**config.mk**
```make
export PLATFORM = sky130hd
export DESIGN_NAME = irq_prio_regs
export DESIGN_NICKNAME = d
export VERILOG_FILES = /design/src/logic/irq_prio_pkg.sv /design/src/logic/prio_field.sv /design/src/logic/irq_prio_regs.sv
export VERILOG_INCLUDE_DIRS = /design/src /design/src/logic
export SDC_FILE = /design/constraint.sdc
export NUM_CORES = 1
export LEC_CHECK = 0
export ABC_AREA = 0
export ABC_CLOCK_PERIOD_IN_PS = 2300
export BUFFER_PORTS_ARGS = -buffer_cell sky130_fd_sc_hd__buf_2
export CAP_MARGIN = 15
export CORE_MARGIN = 2
export CORE_UTILIZATION = 48
export CTS_BUF_LIST = sky130_fd_sc_hd__clkbuf_8
export CTS_CLUSTER_SIZE = 28
export DETAILED_ROUTE_END_ITERATION = 16
export PLACE_DENSITY = 0.85
export RECOVER_POWER = 50
export SETUP_SLACK_MARGIN = 0.02
export SLEW_MARGIN = 20
export SYNTH_ARGS = -nofsm -noshare
export SYNTH_HDL_FRONTEND = slang
export SYNTH_HIERARCHICAL = 1
export SYNTH_SLANG_ARGS = --single-unit
```
**constraint.sdc**
```tcl
create_clock -name clock -period 2.3 [get_ports clock]
set_clock_uncertainty 0.05 [all_clocks]
set_input_delay 0.115 -clock clock [delete_from_list [all_inputs] [get_ports clock]]
set_output_delay 0.115 -clock clock [all_outputs]
set_load 0.05 [all_outputs]
```
**src/logic/irq_prio_map.svh**
```systemverilog
// register offsets, field positions, reset values for the priority registers
`ifndef IRQ_PRIO_MAP_SVH
`define IRQ_PRIO_MAP_SVH
`define UART_ERR_PRIO_OFFSET   4'h0
`define PWM_PAIR_PRIO_OFFSET   4'h2
`define SERIAL_ERR_FIELD_LSB   4
`define GEN1_FIELD_LSB         8
`define GEN2_FIELD_LSB         12
`define PRIO_FIELD_RESET       3'h4
`define PRIO_LEVEL_OFF         3'h0
`endif

```
**src/logic/irq_prio_pkg.sv**
```systemverilog
// types shared by the priority register block
`default_nettype none
package irq_prio_pkg;
  typedef logic [2:0] prio_level_t;
  typedef struct packed {
    logic        wr;
    logic        rd;
    logic [3:0]  addr;
    logic [15:0] wdata;
  } reg_req_t;
  typedef struct packed {
    prio_level_t serial_err;
    prio_level_t gen1;
    prio_level_t gen2;
  } prio_set_t;
endpackage
`default_nettype wire

```
**src/logic/prio_field.sv**
```systemverilog
// one 3-bit priority field with reset value and active indication
`include "irq_prio_map.svh"
`default_nettype none
module prio_field
(
  input  wire logic                      clock,
  input  wire logic                      nrst,
  input  wire logic                      we,
  input  wire irq_prio_pkg::prio_level_t wval,
  output var  irq_prio_pkg::prio_level_t level,
  output var  logic                      enabled
);
  import irq_prio_pkg::*;

  prio_level_t level_r;
  always_ff @(posedge clock)
  begin
    if (!nrst)
      level_r <= `PRIO_FIELD_RESET;
    else if (we)
      level_r <= wval;
  end
  assign level   = level_r;
  assign enabled = (level_r != `PRIO_LEVEL_OFF);
endmodule
`default_nettype wire

```
**src/logic/irq_prio_regs.sv**
```systemverilog
// priority level registers for serial error and two pulse generator interrupts
//
// The address map and the address-and-strobe port were decided locally.
`include "irq_prio_map.svh"
`default_nettype none
// Contract
// - the serial error priority field is writable in bits 6 to 4 of its register.
// - the second generator priority field is writable in bits 14 to 12 of the pair register.
// - the first generator priority field is writable in bits 10 to 8 of the pair register.
// - field value 111 gives level 7, the highest.
// - field value 001 gives level 1, the lowest enabled.
// - field value 000 disables the source so it never requests.
// - all other bits ignore writes and read as zero.
// - every field resets to 100 and is fully readable and writable.
module irq_prio_regs
(
  input  wire logic                    clock,
  input  wire logic                    nrst,
  input  wire logic [3:0]              addr,
  input  wire logic [15:0]             wdata,
  input  wire logic                    wr,
  input  wire logic                    rd,
  input  wire logic [2:0]              src_flag,
  output var  logic [15:0]             rdata,
  output var  irq_prio_pkg::prio_set_t levels,
  output var  logic [2:0]              src_req
);
  import irq_prio_pkg::*;

  // pick one 3-bit field out of a bus word
  function automatic prio_level_t field_at(input logic [15:0] word, input int unsigned lsb);
    field_at = word[lsb +: 3];
  endfunction

  // true when the bus address targets the given register
  function automatic logic hits(input logic [3:0] a, input logic [3:0] offset);
    hits = (a == offset);
  endfunction

  prio_set_t   lv;
  logic [2:0]  en;
  logic        sel_u;
  logic        sel_p;
  logic        sel_none;
  logic        wr_u;
  logic        wr_p;
  prio_level_t wval_ser;
  prio_level_t wval_g1;
  prio_level_t wval_g2;
  logic [15:0] rd_u;
  logic [15:0] rd_p;
  logic [15:0] rd_nxt;
  logic [15:0] rdata_r;
  prio_set_t   levels_r;
  logic [2:0]  req_nxt;
  logic [2:0]  req_r;

  // address decode; any other address is an unmapped hole
  assign sel_u    = hits(addr, `UART_ERR_PRIO_OFFSET);
  assign sel_p    = hits(addr, `PWM_PAIR_PRIO_OFFSET);
  assign sel_none = !sel_u && !sel_p;

  // one strobe loads both generator fields of the pair word
  assign wr_u     = wr && sel_u;
  assign wr_p     = wr && sel_p;

  assign wval_ser = field_at(wdata, `SERIAL_ERR_FIELD_LSB);
  assign wval_g1  = field_at(wdata, `GEN1_FIELD_LSB);
  assign wval_g2  = field_at(wdata, `GEN2_FIELD_LSB);

  prio_field u_ser
  (
    .clock   (clock),
    .nrst    (nrst),
    .we      (wr_u),
    .wval    (wval_ser),
    .level   (lv.serial_err),
    .enabled (en[0])
  );

  prio_field u_g1
  (
    .clock   (clock),
    .nrst    (nrst),
    .we      (wr_p),
    .wval    (wval_g1),
    .level   (lv.gen1),
    .enabled (en[1])
  );

  prio_field u_g2
  (
    .clock   (clock),
    .nrst    (nrst),
    .we      (wr_p),
    .wval    (wval_g2),
    .level   (lv.gen2),
    .enabled (en[2])
  );

  assign rd_u   = {9'h000, lv.serial_err, 4'h0};
  assign rd_p   = {1'b0, lv.gen2, 1'b0, lv.gen1, 8'h00};
  // zeros outside a read cycle, so stale words never linger on the bus
  assign rd_nxt = !rd ? 16'h0000 : sel_u ? rd_u : sel_p ? rd_p : 16'h0000;

  assign req_nxt = src_flag & en;

  always_ff @(posedge clock)
  begin
    if (!nrst)
    begin
      rdata_r  <= 16'h0000;
      levels_r <= {3{`PRIO_FIELD_RESET}};
      req_r    <= 3'h0;
    end
    else
    begin
      rdata_r  <= rd_nxt;
      levels_r <= lv;
      req_r    <= req_nxt;
    end
  end

  assign rdata   = rdata_r;
  assign levels  = levels_r;
  assign src_req = req_r;

  a_reset_value: assert property (@(posedge clock)
    !nrst |=> lv.gen1 == `PRIO_FIELD_RESET && lv.gen2 == `PRIO_FIELD_RESET
    && lv.serial_err == `PRIO_FIELD_RESET)
    else $error("field reset value wrong");

  a_serial_write: assert property (@(posedge clock) disable iff (!nrst)
    wr && sel_u |=> lv.serial_err == $past(wdata[6:4]))
    else $error("serial field not written");

  a_gen2_write: assert property (@(posedge clock) disable iff (!nrst)
    wr && sel_p |=> lv.gen2 == $past(wdata[14:12]))
    else $error("gen2 field not written");

  a_gen1_write: assert property (@(posedge clock) disable iff (!nrst)
    wr && sel_p |=> lv.gen1 == $past(wdata[10:8]))
    else $error("gen1 field not written");

  a_read_zeros: assert property (@(posedge clock) disable iff (!nrst)
    1'b1 |=> (rdata & 16'h888f) == 16'h0000)
    else $error("unimplemented bits read nonzero");

  a_uart_zeros: assert property (@(posedge clock) disable iff (!nrst)
    rd && sel_u |=> (rdata & 16'hff8f) == 16'h0000)
    else $error("serial word unused bits nonzero");

  a_idle_zero: assert property (@(posedge clock) disable iff (!nrst)
    !rd |=> rdata == 16'h0000)
    else $error("read data nonzero without read");

  a_unmapped_read: assert property (@(posedge clock) disable iff (!nrst)
    rd && sel_none |=> rdata == 16'h0000)
    else $error("unmapped read nonzero");

  a_unmapped_write: assert property (@(posedge clock) disable iff (!nrst)
    wr && sel_none |=> $stable(lv))
    else $error("unmapped write changed a field");

  a_level_top: assert property (@(posedge clock) disable iff (!nrst)
    lv.gen2 == 3'h7 |=> levels.gen2 == 3'h7)
    else $error("level 7 not passed");

  a_level_low: assert property (@(posedge clock) disable iff (!nrst)
    lv.gen1 == 3'h1 ##1 lv.gen1 == 3'h1 |-> levels.gen1 == 3'h1)
    else $error("level 1 not passed");

  a_enabled_req: assert property (@(posedge clock) disable iff (!nrst)
    src_flag[0] && lv.serial_err != 3'h0 |=> src_req[0])
    else $error("enabled source did not request");

  a_disabled_src: assert property (@(posedge clock) disable iff (!nrst)
    lv.serial_err == 3'h0 |=> !src_req[0])
    else $error("disabled source requested");

  a_gen1_disabled: assert property (@(posedge clock) disable iff (!nrst)
    lv.gen1 == 3'h0 |=> !src_req[1])
    else $error("disabled gen1 source requested");

  a_gen2_disabled: assert property (@(posedge clock) disable iff (!nrst)
    lv.gen2 == 3'h0 |=> !src_req[2])
    else $error("disabled gen2 source requested");

  a_level_direct: assert property (@(posedge clock) disable iff (!nrst)
    1'b1 |=> levels == $past(lv))
    else $error("level mapping not direct");

  a_read_back: assert property (@(posedge clock) disable iff (!nrst)
    rd && sel_p |=> rdata[14:12] == levels.gen2)
    else $error("pair readback wrong");

  a_serial_read: assert property (@(posedge clock) disable iff (!nrst)
    rd && sel_u |=> rdata[6:4] == $past(lv.serial_err))
    else $error("serial readback wrong");

  a_field_hold: assert property (@(posedge clock) disable iff (!nrst)
    !wr |=> $stable(lv))
    else $error("field changed without write");

  // main scenarios worth seeing at least once
  c_write_uart: cover property (@(posedge clock) wr && sel_u);
  c_write_pair: cover property (@(posedge clock) wr && sel_p ##1 rd && sel_p);
  c_disable: cover property (@(posedge clock) lv.gen1 == 3'h0 && src_flag[1]);
  c_level_top: cover property (@(posedge clock) lv.gen2 == 3'h7 && rd && sel_p);
  c_unmapped: cover property (@(posedge clock) wr && sel_none);
endmodule
`default_nettype wire

```
After elaboration in Yosys (flattened, before gate mapping). Cells that the tools add are included.

Register bits after elaboration: 30. Output and inout bits: 28. Word-level logic and storage cells: 23. Input bits: 27.

Equality and inequality tests: 1. Reduce and logical (&&, ||, !) cells: 8. Bitwise gates (word level): 4. Muxes and demuxes: 1.

Operator list (number): $reduce_bool A3 Y1 (3); $mux W7 (1); $eq A4 B2 Y1 const B (1); $logic_not A4 Y1 (1); $reduce_or A4 Y1 (1); $and A3 B3 Y3 (1); $not A1 Y1 (3); $logic_and A1 B1 Y1 (2); $reduce_and A2 Y1 (1).

Longest topological paths before layout.
Depth after elaboration: 3. Gate-level depth with buffers: 4. Mapped depth without buffers: 4.

By module. Netlist, hierarchy kept.

Modules (own cells, without submodules): irq_prio_regs (sequential area each 420.4 µm², cells an instance 57, area an instance 653.1 µm², times used 1); prio_field (sequential area each 60.1 µm², cells an instance 10, area an instance 112.6 µm², times used 3).

Worst setup path before layout. No wires, ideal clock.

Kind: input to register. Start point: input port addr[1]. End point: register u_g1.level_r[2] (netlist: u_g1/level[2]). Setup slack: 1177 ps. Stages on the path: 4. Buffers on the path: 0. Arrival time: 958 ps. Data required time: 2135 ps. Cells stage by stage: nor2b_1 and3_1 mux2i_1 nand2_1.

Longest elaborated chain between the ends: 2.

Ends and longest elaborated chain: from (decl) (line irq_prio_regs.sv:19) `input wire logic [3:0] addr,`; $eq A4 B2 Y1 (line irq_prio_regs.sv:37) `hits = (a == offset);`; $logic_and A1 B1 Y1 (line irq_prio_regs.sv:65) `assign wr_p = wr && sel_p;`; via wr_p (line irq_prio_regs.sv:46) `logic wr_p;`; to (signal assigned) (line prio_field.sv:19) `` level_r <= `PRIO_FIELD_RESET; ``; to (signal assigned) (line prio_field.sv:21) `level_r <= wval;`; to (decl) (line prio_field.sv:15) `prio_level_t level_r;`.

The timed path passes the listed nets, and every way through them passes these cells. A chain may end at the register's enable or synchronous reset.

Worst setup path in the final report.
Start point: register rdata_r[9] (netlist: rdata[9]). End point: output port rdata[9].

RTL lines: from (decl) (line irq_prio_regs.sv:53) `logic [15:0] rdata_r;`; from (signal assigned) (line irq_prio_regs.sv:118) `rdata_r <= rd_nxt;`; to (decl) (line irq_prio_regs.sv:24) `output var logic [15:0] rdata,`.

No word-level cell between the ends.

==> impl_table.tex <==
\begin{tabular}{lr}
\hline
Metric & Value \\
\hline
\multicolumn{2}{l}{\textbf{Status}} \\
Status & complete, no violations \\
\multicolumn{2}{l}{\textbf{Synthesis}} \\
Ranking of synthesized cells by area & dfxtp\_1 (61\%), mux2i\_1 (9.1\%), and3\_1 (8.8\%) \\
Count of flip-flops with a built-in enable after synthesis & 0 \\
Avg Synthesized Cell Area & 11.4 µm² \\
Share of the synthesized area in the top cell type & 60.6\% \\
Fraction of the mapped netlist area in compound gates & 0\% \\
Top post-synthesis cells by count & dfxtp\_1 (30), and3\_1 (14), mux2i\_1 (9), buf\_4 (7), nor2b\_1 (7) \\
Count leader, synth & dfxtp\_1 \\
Area share of xor/xnor cells in the synthesized design & 0\% \\
Share of synthesized registers carrying an async set or reset & 0\% \\
Share of synthesized area spent on multiplexers & 9.09\% \\
Most used DFF post-synth & dfxtp\_1 \\
Count of cell types in the netlist & 14 \\
Yosys synthesis warning count & 6 \\
Most area-hungry cell type in the Yosys netlist & dfxtp\_1 \\
Largest family of logic cells by synthesized area & simple AND/OR/NAND/NOR gates \\
Adder-cell share of the synthesized area & 0\% \\
Fraction of the yosys area taken by sequential cells & 60.6\% \\
Count of mapped cells out of synthesis & 87 \\
Share of synthesized cell area in and, or, nand and nor gates & 24.2\% \\
Register bit count reported by yosys & 30 \\
Post-synthesis instance area & 991 µm² \\
\multicolumn{2}{l}{\textbf{Die}} \\
Initial cell density of the core & 50.5\% \\
IO Count & 55 \\
Horizontal extent of the die & 49.4 µm \\
Vertical die dimension & 49.4 µm \\
Area enclosed by the die boundary & 2440 µm² \\
Core area & 1960 µm² \\
Standard-cell row count & 16 \\
\multicolumn{2}{l}{\textbf{Critical path}} \\
Data required, critical path & 2.13 ns \\
CP peak stage delay & 0.46 ns \\
Data arrival time of the worst path & 1.02 ns \\
Crit Path Category & register to primary output \\
Biggest fanout along the worst timing path & 1 \\
Cells along the critical path & clkbuf\_1 \\
Critical Path Slowest Stage Cell & clkbuf\_1 \\
Worst path top cell family by delay & buffers and inverters \\
Worst path buffer plus inverter count & 1 \\
Reg2reg setup slack & 1.28 ns \\
Endpoint kind of the worst setup timing path & primary output \\
Sort of element at the start of the critical path & register \\
\multicolumn{2}{l}{\textbf{Global routing}} \\
Via count of the first global-routing pass & 682 \\
Residual overflow from global routing & 0 \\
Initial antenna violation count & 0 \\
Total track usage & 16.5\% \\
First-pass GRT wire length & 2940 µm \\
Maximum number of pins on one net before global-route repair & 23 \\
\multicolumn{2}{l}{\textbf{Detailed routing}} \\
Via density & 4.47 \\
Final routed wirelength across all metal layers & 1750 µm \\
Number of design-rule violations left by the first detailed-router iteration & 7 \\
Total number of vias & 707 \\
Residual DRC count & 0 \\
Number of nets with antenna violations after routing & 0 \\
Detailed-router iteration count before antenna repair & 4 \\
Detail-routed net length per standard cell & 11.1 µm \\
\multicolumn{2}{l}{\textbf{CTS}} \\
Skew-Pair Late Insertion Delay & 0.26 ns \\
Max Root-Sink Buffers & 2 \\
Number of buffers created by CTS & 5 \\
Clock Tree Root & clkbuf\_8 \\
Post\_cts resized & 0 \\
Clock tree from TritonCTS & yes \\
Number of buffers inserted to repair setup after CTS & 0 \\
Hold buffers post-CTS & 0 \\
CTS H-tree depth & 2 \\
Clock slew seen by the registers of the worst setup and hold paths & 0.06 ns \\
Count of clock tree sinks & 30 \\
\multicolumn{2}{l}{\textbf{Timing}} \\
Shortest clock period the worst path allows after layout & 1.18 ns \\
RSZ-0062 raised after global routing & false \\
Max-slew headroom & 54.7\% \\
Setup TNS after final layout & 0 ns \\
Total count of max-transition violations in the final report & 0 \\
Worst-Margin Slew & 0.680 ns \\
Final cycle utilization of the critical path & 51.5\% \\
Final Hold Fails & 0 \\
Final setup violating endpoints & 0 \\
Max frequency & 0.844 GHz \\
\multicolumn{2}{l}{\textbf{Hold path}} \\
Hold Crit Class & primary input to register \\
\multicolumn{2}{l}{\textbf{Place}} \\
Post-DP HPWL & 1270 µm \\
Placed cells & 152 \\
Count of input and output buffers & 40 \\
Placer's final routability congestion estimate & 0.777 \\
\multicolumn{2}{l}{\textbf{Pwr}} \\
Worst VDD drop & 591 µV \\
Power density cells & 786 nW/µm² \\
Leakage component of the power & 0.608 nW \\
\multicolumn{2}{l}{\textbf{Cells and area}} \\
Layout Cells excl Fill & 158 \\
Synthesis-to-finish area growth & 27.8\% \\
Count of antenna diodes in the layout & 0 \\
Layout cells sized above 1 & 30.5\% \\
Final net count & 159 \\
\multicolumn{2}{l}{\textbf{Job}} \\
MaxCap Viol Count & 0 \\
\hline
\end{tabular}
-- cell usage in the layout, fill, tap and decap left out, drive strengths merged --
master | Yosys | layout
buf | 7 | 34
dfxtp | 30 | 30
and3 | 14 | 14
clkbuf | 1 | 12
mux2i | 9 | 9
nor2b | 7 | 7
conb | 1 | 7
and2 | 6 | 6
nand2 | 3 | 3
or3 | 3 | 3
nor2 | 2 | 2
or2b | 2 | 2
and4bb | 1 | 1
nand2b | 1 | 1
-- flip-flops by register name, summed over array words and instances (netlist names) --
signal and count:
levels 9, rdata 9, u_g1/level 3, u_g2/level 3
u_ser/level 3, src_req 3
-- routing by layer --
| metal | global-route usage [%] | wire (µm) | vias up |
|---|---|---|---|
| met2 | 28.6 | 885 | 27 |
| li1 | - | - | 364 |
| met1 | 16.8 | 706 | 314 |
| met5 | 0 | 0 | - |
| met4 | 11.1 | 29 | 0 |
| met3 | 5.21 | 129 | 2 |
-- layout make-up --
type / count / area [µm²]
clock buffers: 6 / 82.6
repair buffers: 40 / 193
flip-flops and latches: 30 / 601
well taps: 27 / 33.8
fillers: 169 / 696
multi-input cells: 55 / 357
-- final timing paths --
kind	depth (start not counted)	start	end
hold reg to reg	1	u_ser/level[2]	levels[8]
hold / removal	3	wdata[10]	u_g1/level[2]
setup / recovery	1	rdata[9]	rdata[9]
setup reg to reg	2	u_g2/level[2]	src_req[2]
-- power by group --
part | switching, mW | internal (mW) | leakage, nW
registers | 0.00261 | 0.527 | 0.243
logic | 0.0587 | 0.0226 | 0.321
clock network | 0.156 | 0.229 | 0.0431
total | 0.217 | 0.779 | 0.608
-- stage by stage --
| stage | util (%) | power (mW) | hold WS, ns | setup slack [ns] | instance area, µm² |
|---|---|---|---|---|---|
| floorplan | - | 0.606 | 0.127 | 1.18 | 1010 |
| global placement | 60.7 | 0.621 | 0.286 | 0.903 | 1190 |
| detailed placement | 60.7 | 0.622 | 0.287 | 0.881 | 1190 |
| CTS | 64.9 | 1.01 | 0.0114 | 1.16 | 1270 |
| global route | 64.5 | 1.04 | 0.0151 | 0.998 | 1270 |
| finish | 64.5 | 0.996 | 0.0157 | 1.12 | 1270 |
-- kinds of logic after synthesis --
kind of cell,after synthesis
flops,30
mux,9
buf+inv,8
other cells,1
simple gates,39
No activity file was read; power rests on OpenSTA's default activity.
